**config.mk**
```make
export PLATFORM = sky130hd
export DESIGN_NAME = serial_command_port
export DESIGN_NICKNAME = d
export VERILOG_FILES = /design/src/serial_command_port_pkg.sv /design/src/serial_command_port.sv
export SDC_FILE = /design/constraint.sdc
export NUM_CORES = 1
export LEC_CHECK = 0
export ABC_AREA = 1
export BUFFER_PORTS_ARGS = -buffer_cell sky130_fd_sc_hd__buf_2
export CAP_MARGIN = 20
export CELL_PAD_IN_SITES_DETAIL_PLACEMENT = 0
export CELL_PAD_IN_SITES_GLOBAL_PLACEMENT = 2
export CORE_AREA = 5 5 133 97
export DETAILED_ROUTE_END_ITERATION = 7
export DIE_AREA = 0 0 138 102
export PLACE_DENSITY = 0.95
export SLEW_MARGIN = 20
export SYNTH_ARGS = -nofsm -noshare
export SYNTH_HDL_FRONTEND = slang
export SYNTH_SLANG_ARGS = --single-unit
```
**constraint.sdc**
```tcl
create_clock -name mclk_i -period 6.5 [get_ports mclk_i]
set_input_delay 0 -clock mclk_i [delete_from_list [all_inputs] [get_ports mclk_i]]
set_output_delay 0 -clock mclk_i [all_outputs]
set_load 0.01 [all_outputs]
```
**src/serial_command_port_pkg.sv**
```systemverilog
// package of constants and carrier structs for the serial command port
// assumes one 20 MHz clock; host pins are asynchronous to it
package serial_command_port_pkg;
  localparam logic [4:0] addr_fixed = 5'h0a;
  localparam int dir_pos = 7;
  localparam logic [2:0] last_bit = 3'h7;
  localparam int buf_depth = 2;

  typedef enum logic [2:0] {
    tw_idle = 3'b000,
    tw_addr = 3'b001,
    tw_wr = 3'b010,
    tw_wack = 3'b011,
    tw_rd = 3'b100,
    tw_rack = 3'b101
  } tw_state_e;

  // one byte leaving the port toward the command decoder
  typedef struct packed {
    logic is_cmd;
    logic [7:0] data;
  } rx_word_s;

  // read request toward the command decoder
  typedef struct packed {
    logic [6:0] cmd;
    logic [7:0] index;
  } rd_req_s;
endpackage : serial_command_port_pkg

```
**src/serial_command_port.sv**
```systemverilog
// two-wire and four-wire slave command port of a display driver
// assumes the command decoder answers read requests on the same clock
// assumes host pins are asynchronous and pass the synchronisers here
`timescale 1ns/10ps
module serial_command_port (
  input wire logic mclk_i,
  input wire logic rst_i,
  input wire logic interface_select_pin_i,
  input wire logic scl_i,
  input wire logic sda_i,
  output logic sda_o,
  output logic sda_oe_o,
  input wire logic slave_select_low_i,
  input wire logic address_strap_bit1_i,
  output logic serial_data_out_pin_o,
  output logic rx_valid_o,
  input wire logic rx_ready_i,
  output serial_command_port_pkg::rx_word_s rx_word_o,
  output logic rd_req_o,
  output serial_command_port_pkg::rd_req_s rd_info_o,
  input wire logic [7:0] rd_data_i
);
  // ----------------------------------------------------------------
  // state
  // ----------------------------------------------------------------
  typedef struct packed {
    // two-stage synchronisers, one per host pin
    logic [1:0] s_scl;
    logic [1:0] s_sda;
    logic [1:0] s_ss;
    logic [1:0] s_sel;
    logic [1:0] s_a1;
    // third stage: previous synchronised level, for edge detection on scl and sda; ss and sel are read as levels
    logic scl;
    logic sda;
    logic ss;
    logic sel;
    // two-wire sequencer
    serial_command_port_pkg::tw_state_e tw;
    // bit count within the current byte
    logic [2:0] cnt;
    // receive shifter, msb enters first
    logic [7:0] sh;
    // transmit shifter, msb leaves first
    logic [7:0] tx;
    // next completed byte is the command byte
    logic first;
    // direction of the current frame, set means read
    logic rd_dir;
    // command address of the current four-wire frame
    logic [6:0] cmd;
    // index of the next parameter asked of the decoder
    logic [7:0] idx;
    // open-drain pull-down of the two-wire data line
    logic sda_oe;
    // four-wire read data pin level
    logic so;
    // one-cycle read request toward the decoder
    logic req;
    // two-entry receive buffer and its pointers
    serial_command_port_pkg::rx_word_s [1:0] fifo;
    logic [1:0] fcnt;
    logic wp;
    logic rp;
  } state_s;

  state_s q, d;

  // ----------------------------------------------------------------
  // helpers
  // ----------------------------------------------------------------
  function automatic logic [7:0] shift_in(input logic [7:0] v,
                                          input logic b);
    shift_in = {v[6:0], b};
  endfunction : shift_in

  // msb leaves first, zero fills from below
  function automatic logic [7:0] shift_out(input logic [7:0] v);
    shift_out = {v[6:0], 1'b0};
  endfunction : shift_out

  // ----------------------------------------------------------------
  // decoded conditions
  // ----------------------------------------------------------------
  // edges of the synchronised host clock, three cycles late
  logic scl_rise, scl_fall;
  // two-wire framing: data moving while clock stands high
  logic start_c, stop_c;
  // one word offered to the receive buffer this cycle
  logic push;
  serial_command_port_pkg::rx_word_s push_w;
  // buffer state seen this cycle
  logic full;
  logic pop;

  always_comb begin
    d = q;
    push = 1'b0;
    push_w = '0;
    full = (q.fcnt == 2'(serial_command_port_pkg::buf_depth));
    pop = (q.fcnt != 2'h0) && rx_ready_i;
    // ----------------------------------------------------------------
    // synchronisers: first stage read only by second
    // ----------------------------------------------------------------
    d.s_scl = {q.s_scl[0], scl_i};
    d.s_sda = {q.s_sda[0], sda_i};
    d.s_ss = {q.s_ss[0], slave_select_low_i};
    d.s_sel = {q.s_sel[0], interface_select_pin_i};
    // strap is static in use but still synchronised, it is a pin
    d.s_a1 = {q.s_a1[0], address_strap_bit1_i};
    d.scl = q.s_scl[1];
    d.sda = q.s_sda[1];
    d.ss = q.s_ss[1];
    d.sel = q.s_sel[1];
    // edge detector idles at the pin's reset level, so no false edge
    // follows reset while the host clock rests low
    scl_rise = q.s_scl[1] & ~q.scl;
    scl_fall = ~q.s_scl[1] & q.scl;
    // a host that only moves data while clock is low never looks
    // like a start or stop here
    start_c = q.s_scl[1] & q.scl & q.sda & ~q.s_sda[1];
    stop_c = q.s_scl[1] & q.scl & ~q.sda & q.s_sda[1];
    d.req = 1'b0;
    if (q.sel) begin
      // ----------------------------------------------------------------
      // four-wire slave
      // ----------------------------------------------------------------
      d.tw = serial_command_port_pkg::tw_idle;
      d.sda_oe = 1'b0;
      // a full buffer stalls sampling on writes; reads never push
      if (q.ss) begin
        d.cnt = '0;
        d.first = 1'b1;
        d.rd_dir = 1'b0;
        d.so = 1'b0;
      end else if (scl_rise && !(full && !q.rd_dir)) begin
        d.sh = shift_in(q.sh, q.sda);
        d.cnt = q.cnt + 3'h1;
        if (q.cnt == serial_command_port_pkg::last_bit) begin
          // first byte: direction on top, address below it
          if (q.first) begin
            d.first = 1'b0;
            d.rd_dir = q.sh[serial_command_port_pkg::dir_pos - 1];
            d.cmd = {q.sh[5:0], q.sda};
            d.idx = '0;
            push = ~q.sh[serial_command_port_pkg::dir_pos - 1];
            push_w = '{is_cmd: 1'b1, data: {1'b0, q.sh[5:0], q.sda}};
            d.req = q.sh[serial_command_port_pkg::dir_pos - 1];
          end else if (!q.rd_dir) begin
            push = 1'b1;
            push_w = '{is_cmd: 1'b0, data: shift_in(q.sh, q.sda)};
          end else begin
            d.req = 1'b1;
          end
        end
      end else if (scl_fall && q.rd_dir) begin
        d.so = q.tx[7];
        d.tx = shift_out(q.tx);
      end
    end else begin
      // ----------------------------------------------------------------
      // two-wire slave
      // ----------------------------------------------------------------
      d.so = 1'b0;
      // stop wins over anything the sequencer was doing
      if (stop_c) begin
        d.tw = serial_command_port_pkg::tw_idle;
        d.sda_oe = 1'b0;
      end else if (start_c) begin
        // start and repeated start both restart address reception
        d.tw = serial_command_port_pkg::tw_addr;
        d.cnt = '0;
        d.sda_oe = 1'b0;
      end else begin
        case (q.tw)
          serial_command_port_pkg::tw_addr, serial_command_port_pkg::tw_wr:
          if (scl_rise && !full) begin
            d.sh = shift_in(q.sh, q.sda);
            d.cnt = q.cnt + 3'h1;
            if (q.cnt == serial_command_port_pkg::last_bit) begin
              if (q.tw == serial_command_port_pkg::tw_addr) begin
                if (q.sh[6:2] == serial_command_port_pkg::addr_fixed &&
                    q.sh[1] == q.s_a1[1] && q.sh[0] == q.ss) begin
                  d.rd_dir = q.sda;
                  d.first = 1'b1;
                  d.idx = '0;
                  d.tw = serial_command_port_pkg::tw_wack;
                end else begin
                  d.tw = serial_command_port_pkg::tw_idle;
                end
              end else begin
                push = 1'b1;
                push_w = '{is_cmd: q.first, data: shift_in(q.sh, q.sda)};
                d.first = 1'b0;
                d.tw = serial_command_port_pkg::tw_wack;
              end
            end
          end
          // ninth clock: pull low on the fall, release on the next fall;
          // a read loads its first byte at that release
          serial_command_port_pkg::tw_wack: begin
            if (scl_fall && !q.sda_oe) begin
              d.sda_oe = 1'b1;
            end else if (scl_fall) begin
              d.sda_oe = 1'b0;
              d.cnt = '0;
              if (q.rd_dir) begin
                d.tw = serial_command_port_pkg::tw_rd;
                d.sda_oe = ~rd_data_i[7];
                d.tx = shift_out(rd_data_i);
                d.idx = q.idx + 8'h01;
              end else begin
                d.tw = serial_command_port_pkg::tw_wr;
              end
            end
            // read-back address is held by the command decoder
            d.req = q.rd_dir && scl_rise;
          end
          // a zero bit pulls the line, a one bit releases it
          serial_command_port_pkg::tw_rd:
          if (scl_fall) begin
            d.cnt = q.cnt + 3'h1;
            if (q.cnt == serial_command_port_pkg::last_bit) begin
              d.sda_oe = 1'b0;
              d.tw = serial_command_port_pkg::tw_rack;
            end else begin
              d.sda_oe = ~q.tx[7];
              d.tx = shift_out(q.tx);
            end
          end
          // host answer: low asks for more, high ends the read
          serial_command_port_pkg::tw_rack:
          if (scl_rise) begin
            d.req = ~q.sda;
            d.tw = q.sda ? serial_command_port_pkg::tw_idle
                         : serial_command_port_pkg::tw_wack;
            d.sda_oe = 1'b0;
          end
          // idle and any unused code wait for a start
          default: d.tw = serial_command_port_pkg::tw_idle;
        endcase
      end
    end
    // ----------------------------------------------------------------
    // four-wire read data load
    // ----------------------------------------------------------------
    // decoder data must stand while the request does; it is taken
    // at the edge that ends the request cycle
    if (q.req && q.sel) begin
      d.tx = rd_data_i;
      d.idx = q.idx + 8'h01;
    end
    // ----------------------------------------------------------------
    // two-entry receive buffer: stall holds the shifter
    // ----------------------------------------------------------------
    // two entries let one word wait while the next is shifted in;
    // a host that keeps clocking into a full buffer loses bits
    if (push) begin
      d.fifo[q.wp] = push_w;
      d.wp = ~q.wp;
    end
    if (pop) begin
      d.rp = ~q.rp;
    end
    d.fcnt = q.fcnt + 2'(push) - 2'(pop);
  end

  // ----------------------------------------------------------------
  // state register
  // ----------------------------------------------------------------
  always_ff @(posedge mclk_i or posedge rst_i) begin
    if (rst_i) begin
      // select and its copy start deasserted so no frame opens
      q <= '{tw: serial_command_port_pkg::tw_idle,
             s_ss: 2'h3,
             ss: 1'b1,
             default: '0};
    end else begin
      q <= d;
    end
  end

  // ----------------------------------------------------------------
  // outputs
  // ----------------------------------------------------------------
  // open drain: only ever pulls low, the pull-up gives the one
  assign sda_o = 1'b0;
  assign sda_oe_o = q.sda_oe;
  // registered, so the pin never glitches between host edges
  assign serial_data_out_pin_o = q.so;
  assign rx_valid_o = (q.fcnt != 2'h0);
  // oldest entry; stands until taken
  assign rx_word_o = q.fifo[q.rp];
  assign rd_req_o = q.req;
  assign rd_info_o = '{cmd: q.cmd, index: q.idx};
endmodule : serial_command_port

```
# Word level (Yosys, flattened, before mapping)
# Index checks and enable logic that the tools add are counted.
[word_totals]
out_inout_bits = 29
inputBits = 16
elab_cells = 238
register_bits = 77
[op_classes]
order_cmp = 3
n_mux = 102
n_addsub = 4
n_reduce_logical = 37
eq_ne = 48
bitwise = 17
[ops]
columns = ["operator", "count"]
rows = [
  ["$mux 8", 19],
  ["$mux 9", 16],
  ["$ne 4x4->1 const B", 12],
  ["$ne 5x5->1 const B", 7],
  ["$mux 17", 2],
  ["$mux 16", 2],
  ["$pmux 8 s2", 2],
  ["$mux 1", 31],
  ["$mux 24", 1],
  ["$mux 6", 4],
  ["$mux 11", 2],
  ["$mux 21", 1],
  ["$ne 3x2->1 const B", 7],
  ["$bwmux 18", 1],
  ["$mux 18", 1],
  ["$mux 3", 6],
  ["$mux 2", 8],
  ["$ne 3x1->1 const B", 5],
  ["$mux 14", 1],
  ["$reduce_and 14->1", 1],
  ["$reduce_and 7->1", 2],
  ["$reduce_bool 2->1", 7],
  ["$pmux 3 s4", 1],
  ["$logic_and 1x1->1", 11],
  ["34 further kinds", 61],
]

# Longest topological paths before layout
[depth]
word_depth = 12
depth_mapped = 13

# Worst setup path before layout
# Ideal clock, no wire load.
[synth_path]
path_kind = "reg-to-reg"
startpoint = "register q[58] in the netlist's numbering"
endpoint = "register q[3] in the netlist's numbering"
synth_period_minus_slack_ns = 2.098
slack_ns = 4.402
arrival_time_ns = 1.970
path_stages_with_launch = 14
t_required_ns = 6.371
n_path_buf = 1
cell_sequence = "dfrtp_1 > ha_1 > ha_1 > clkbuf_2 > nand4_2 > inv_1 > nand2_1 > nand2_2 > inv_1 > ha_1 > inv_1 > ha_1 > xnor2_1 > xor2_1"
[synth_lines]
columns = ["element", "line", "source"]
rows = [
  ["from (decl)", "serial_command_port.sv:67", "state_s q, d;"],
  ["from (signal assigned)", "serial_command_port.sv:274", "q <= '{tw: serial_command_port_pkg::tw_idle,"],
]

==> key figures <==
Run status
  • Status: completed

Critical path
  • Crit path arrival time: 2.71 ns
  • Startpoint types: flip-flop
  • Critical path peak fanout: 20
  • Worst EP required: 6.76 ns
  • Critical path endpoint category: flip-flop
  • Kind of critical path: flip-flop to flip-flop

Place
  • Post-DP HPWL: 7127 microns
  • Place WS: 4.061 ns
  • GPL Wtd Cong: 0.8875
  • IO Port Bufs: 43

Layout
  • Share of layout cells above drive strength 1: 13.99%
  • Layout area overhead: 14.45%
  • ANT cells: 0
  • Final net count: 602

Yosys
  • Synthesized Nets: 567
  • Post-Synth Simple-Gate Area: 29.99%
  • Dominant cells by area after synthesis: dfrtp_1 45%, nand2_1 17%, o21ai_0 6.1%
  • Post-synthesis compound-gate area fraction: 10.50%
  • Largest family of logic cells by synthesized area: simple AND/OR/NAND/NOR gates
  • Seq/Total Area, Yosys: 46.84%
  • Syn avg cell area: 7.548 sq um
  • #FFs+latches synth: 77
  • Most common cell in the netlist: nand2_1
  • Top cells by count, synth: 182 x nand2_1, 74 x dfrtp_1, 52 x inv_1
  • Synth cell types: 36
  • Area share of fa/ha/maj cells after synthesis: 1.518%
  • Synth Instances: 546
  • Synth Flop Type: dfrtp_1
  • Number of enable flip-flop cells after synthesis: 0
  • Post-synthesis cell area: 4121 sq um
  • Post-Synth XOR/XNOR Area: 1.275%
  • Mux contribution to synthesized area: 0%
  • Yosys top cell by area: dfrtp_1
  • Share of the synthesized area in the top cell type: 44.93%
  • Async set or reset register ratio after synthesis: 100.0%
  • Yosys warning count: 0

STA
  • Final setup margin: 4.045 ns
  • Final critical-path share of the clock period: 37.76%
  • Max Clock Freq: 407.4 MHz
  • Unrepaired setup endpoints after global routing: no
  • Worst slew pin tran: 0.7125 ns
  • Max-slew violations: 0
  • Final Hold Viols: 0
  • Headroom to the max-slew limit: 52.50%
  • Min cycle time layout: 2.455 ns
  • Count of final setup violators: 0
  • Clock Skews: 0.007490 ns
  • Fin Setup TNS: 0 ns

Detailed routing
  • Vias per cell: 4.863
  • DR pass1 iterations: 5
  • Wire per inst: 13.37 microns
  • Residual DRC count: 0
  • Routed via count: 3613
  • Antenna Nets Post-Route: 0
  • Final wirelength: 9931 microns
  • DRT iter0 DRCs: 335

Floorplan
  • Die area: 14080 sq um
  • CORE AREA: 11480 sq um
  • Initial Utilization: 35.91%
  • DIE HEIGHT: 102 microns
  • IO Pins: 45
  • Num rows: 33
  • Die Wd: 138 microns

Clock tree
  • Max clock buf depth: 2
  • Clock sinks: 77
  • Clock root buffer: clkbuf_16
  • CTS tree: yes
  • # H-tree levels: 3
  • Worst-path clk slew: 0.06 ns
  • CTS Buf Count: 9
  • Clock latency at the later pin of the worst-skew pair: 0.34 ns

Global routing
  • Largest net degree at the start of global routing: 78
  • First-pass GRT wire length: 17000 microns
  • Vias in the first global route: 3503
  • GRT Total Usage: 14.84%
  • Gr ovfl total: 0
  • Antenna violations before repair: 0

Flow run
  • Max_cap viols: 0

Pwr
  • Leak: 2.432 nW
  • P per Cell Area: 271.7 nW/um^2
  • Peak supply drop: 0.1288 mV

Worst hold path
  • Hold crit path type: primary input to flip-flop
[critical path: stages (launching register included)]
cell,delay [ns]
dfrtp_1,0.54
inv_1,0.55
nand2_1,0.25
nand2_2,0.17
inv_1,0.07
ha_1,0.27
inv_1,0.04
ha_1,0.17
xnor2_1,0.16
xor2_1,0.15
[logic make-up after synthesis]
| logic type | after synthesis |
|---|---|
| other | 1 |
| AOI/OAI and AO/OA | 80 |
| DFF | 77 |
| buffers and inverters | 84 |
| and+or+nand+nor | 293 |
| adders and majority gates | 5 |
| xor gates and xnor gates | 6 |
[worst paths after layout]
| path | startpoint | endpoint | slack (ns) | depth (start not counted) |
|---|---|---|---|---|
| setup reg to reg | q[64]$_DFF_PP0_ | q[3]$_DFF_PP0_ | 4.05 | 9 |
| hold / removal | rd_data_i[1] | q[43]$_DFFE_PP0P_ | 0.02 | 3 |
| max in group asynchronous | rst_i | q[62]$_DFFE_PP0P_ | 5.60 | 4 |
| setup / recovery | q[64]$_DFF_PP0_ | q[3]$_DFF_PP0_ | 4.05 | 9 |
| hold reg to reg | d[65]$_DFF_PP1_ | q[65]$_DFF_PP1_ | 0.35 | 0 |
| min in group asynchronous | rst_i | d[75]$_DFF_PP0_ | 0.40 | 4 |
[per-layer routing]
metal	global-route usage [%]	routed length [microns]	vias to the layer above
met2	22.30	4173	105
met5	0	0	-
met1	21.19	5084	1680
met3	3.835	537	17
li1	-	-	1811
met4	4.556	134	0
[through the flow]
stage | cell area [sq um] | instances | total power [mW] | hold slack [ns] | util, %
2_1_floorplan | 4121 | 546 | 0.7442 | 0.004478 | -
3_3_place_gp | 4348 | 719 | 0.8052 | 0.1076 | 37.88
3_5_place_dp | 4348 | 719 | 0.8118 | 0.1065 | 37.88
4_1_cts | 4703 | 742 | 1.299 | 0.01561 | 40.97
5_1_grt | 4717 | 743 | 1.362 | 0.03179 | 41.09
6_report | 4717 | 743 | 1.282 | 0.01503 | 41.09
[cell usage in the layout (no fill, tap or decap), types with 2 or more instances in the layout]
cell type      instances
xnor2_1                2
nand3_2                2
xor2_1                 4
clkinvlp_4             2
or2_2                  2
a31oi_1                2
o21ai_2                2
dfstp_2                3
nand4_1               15
dlygate4sd3_1          8
inv_2                  4
a21oi_1               10
nor3_1                 2
o21ai_1                8
inv_6                  2
nand2_2                4
inv_1                 51
clkbuf_16              9
buf_2                 43
dfrtp_1               74
nand2_1              182
nand3_1               36
nor2_1                45
nor2_2                 3
o21ai_0               50
o211ai_1               2
ha_1                   5
o22ai_1                2
[registers in the layout, summed over array words and instances, names as in the netlist]
signal / cells
d: 9
rd_info_o: 15
rd_req_o: 1
serial_data_out_pin_o: 1
q: 50
sda_oe_o: 1
[area by class of cell]
type	count	area (sq um)
Clock buffer	10	239.0
Multi-Input combinational cell	385	1788
Sequential cell	77	1931
Inverter	56	210.2
Tap cell	157	196.4
Timing Repair Buffer	52	306.5
Clock inverter	6	46.29
Fill cell	1217	6761
[report_power, final]
group / switching (mW) / internal, mW / total (mW)
registers: 0.0569 / 0.544 / 0.600
clock network: 0.205 / 0.271 / 0.476
logic: 0.131 / 0.0736 / 0.205
total: 0.393 / 0.889 / 1.28
[timing repair]
item / 4_1_cts / 5_1_grt
endpoints found under the hold margin: 7 / 74
buffers inserted: 0 / 0
hold buffers: 7 / 1
resized for setup: 0 / 0
(Power assumes the default switching activity.)
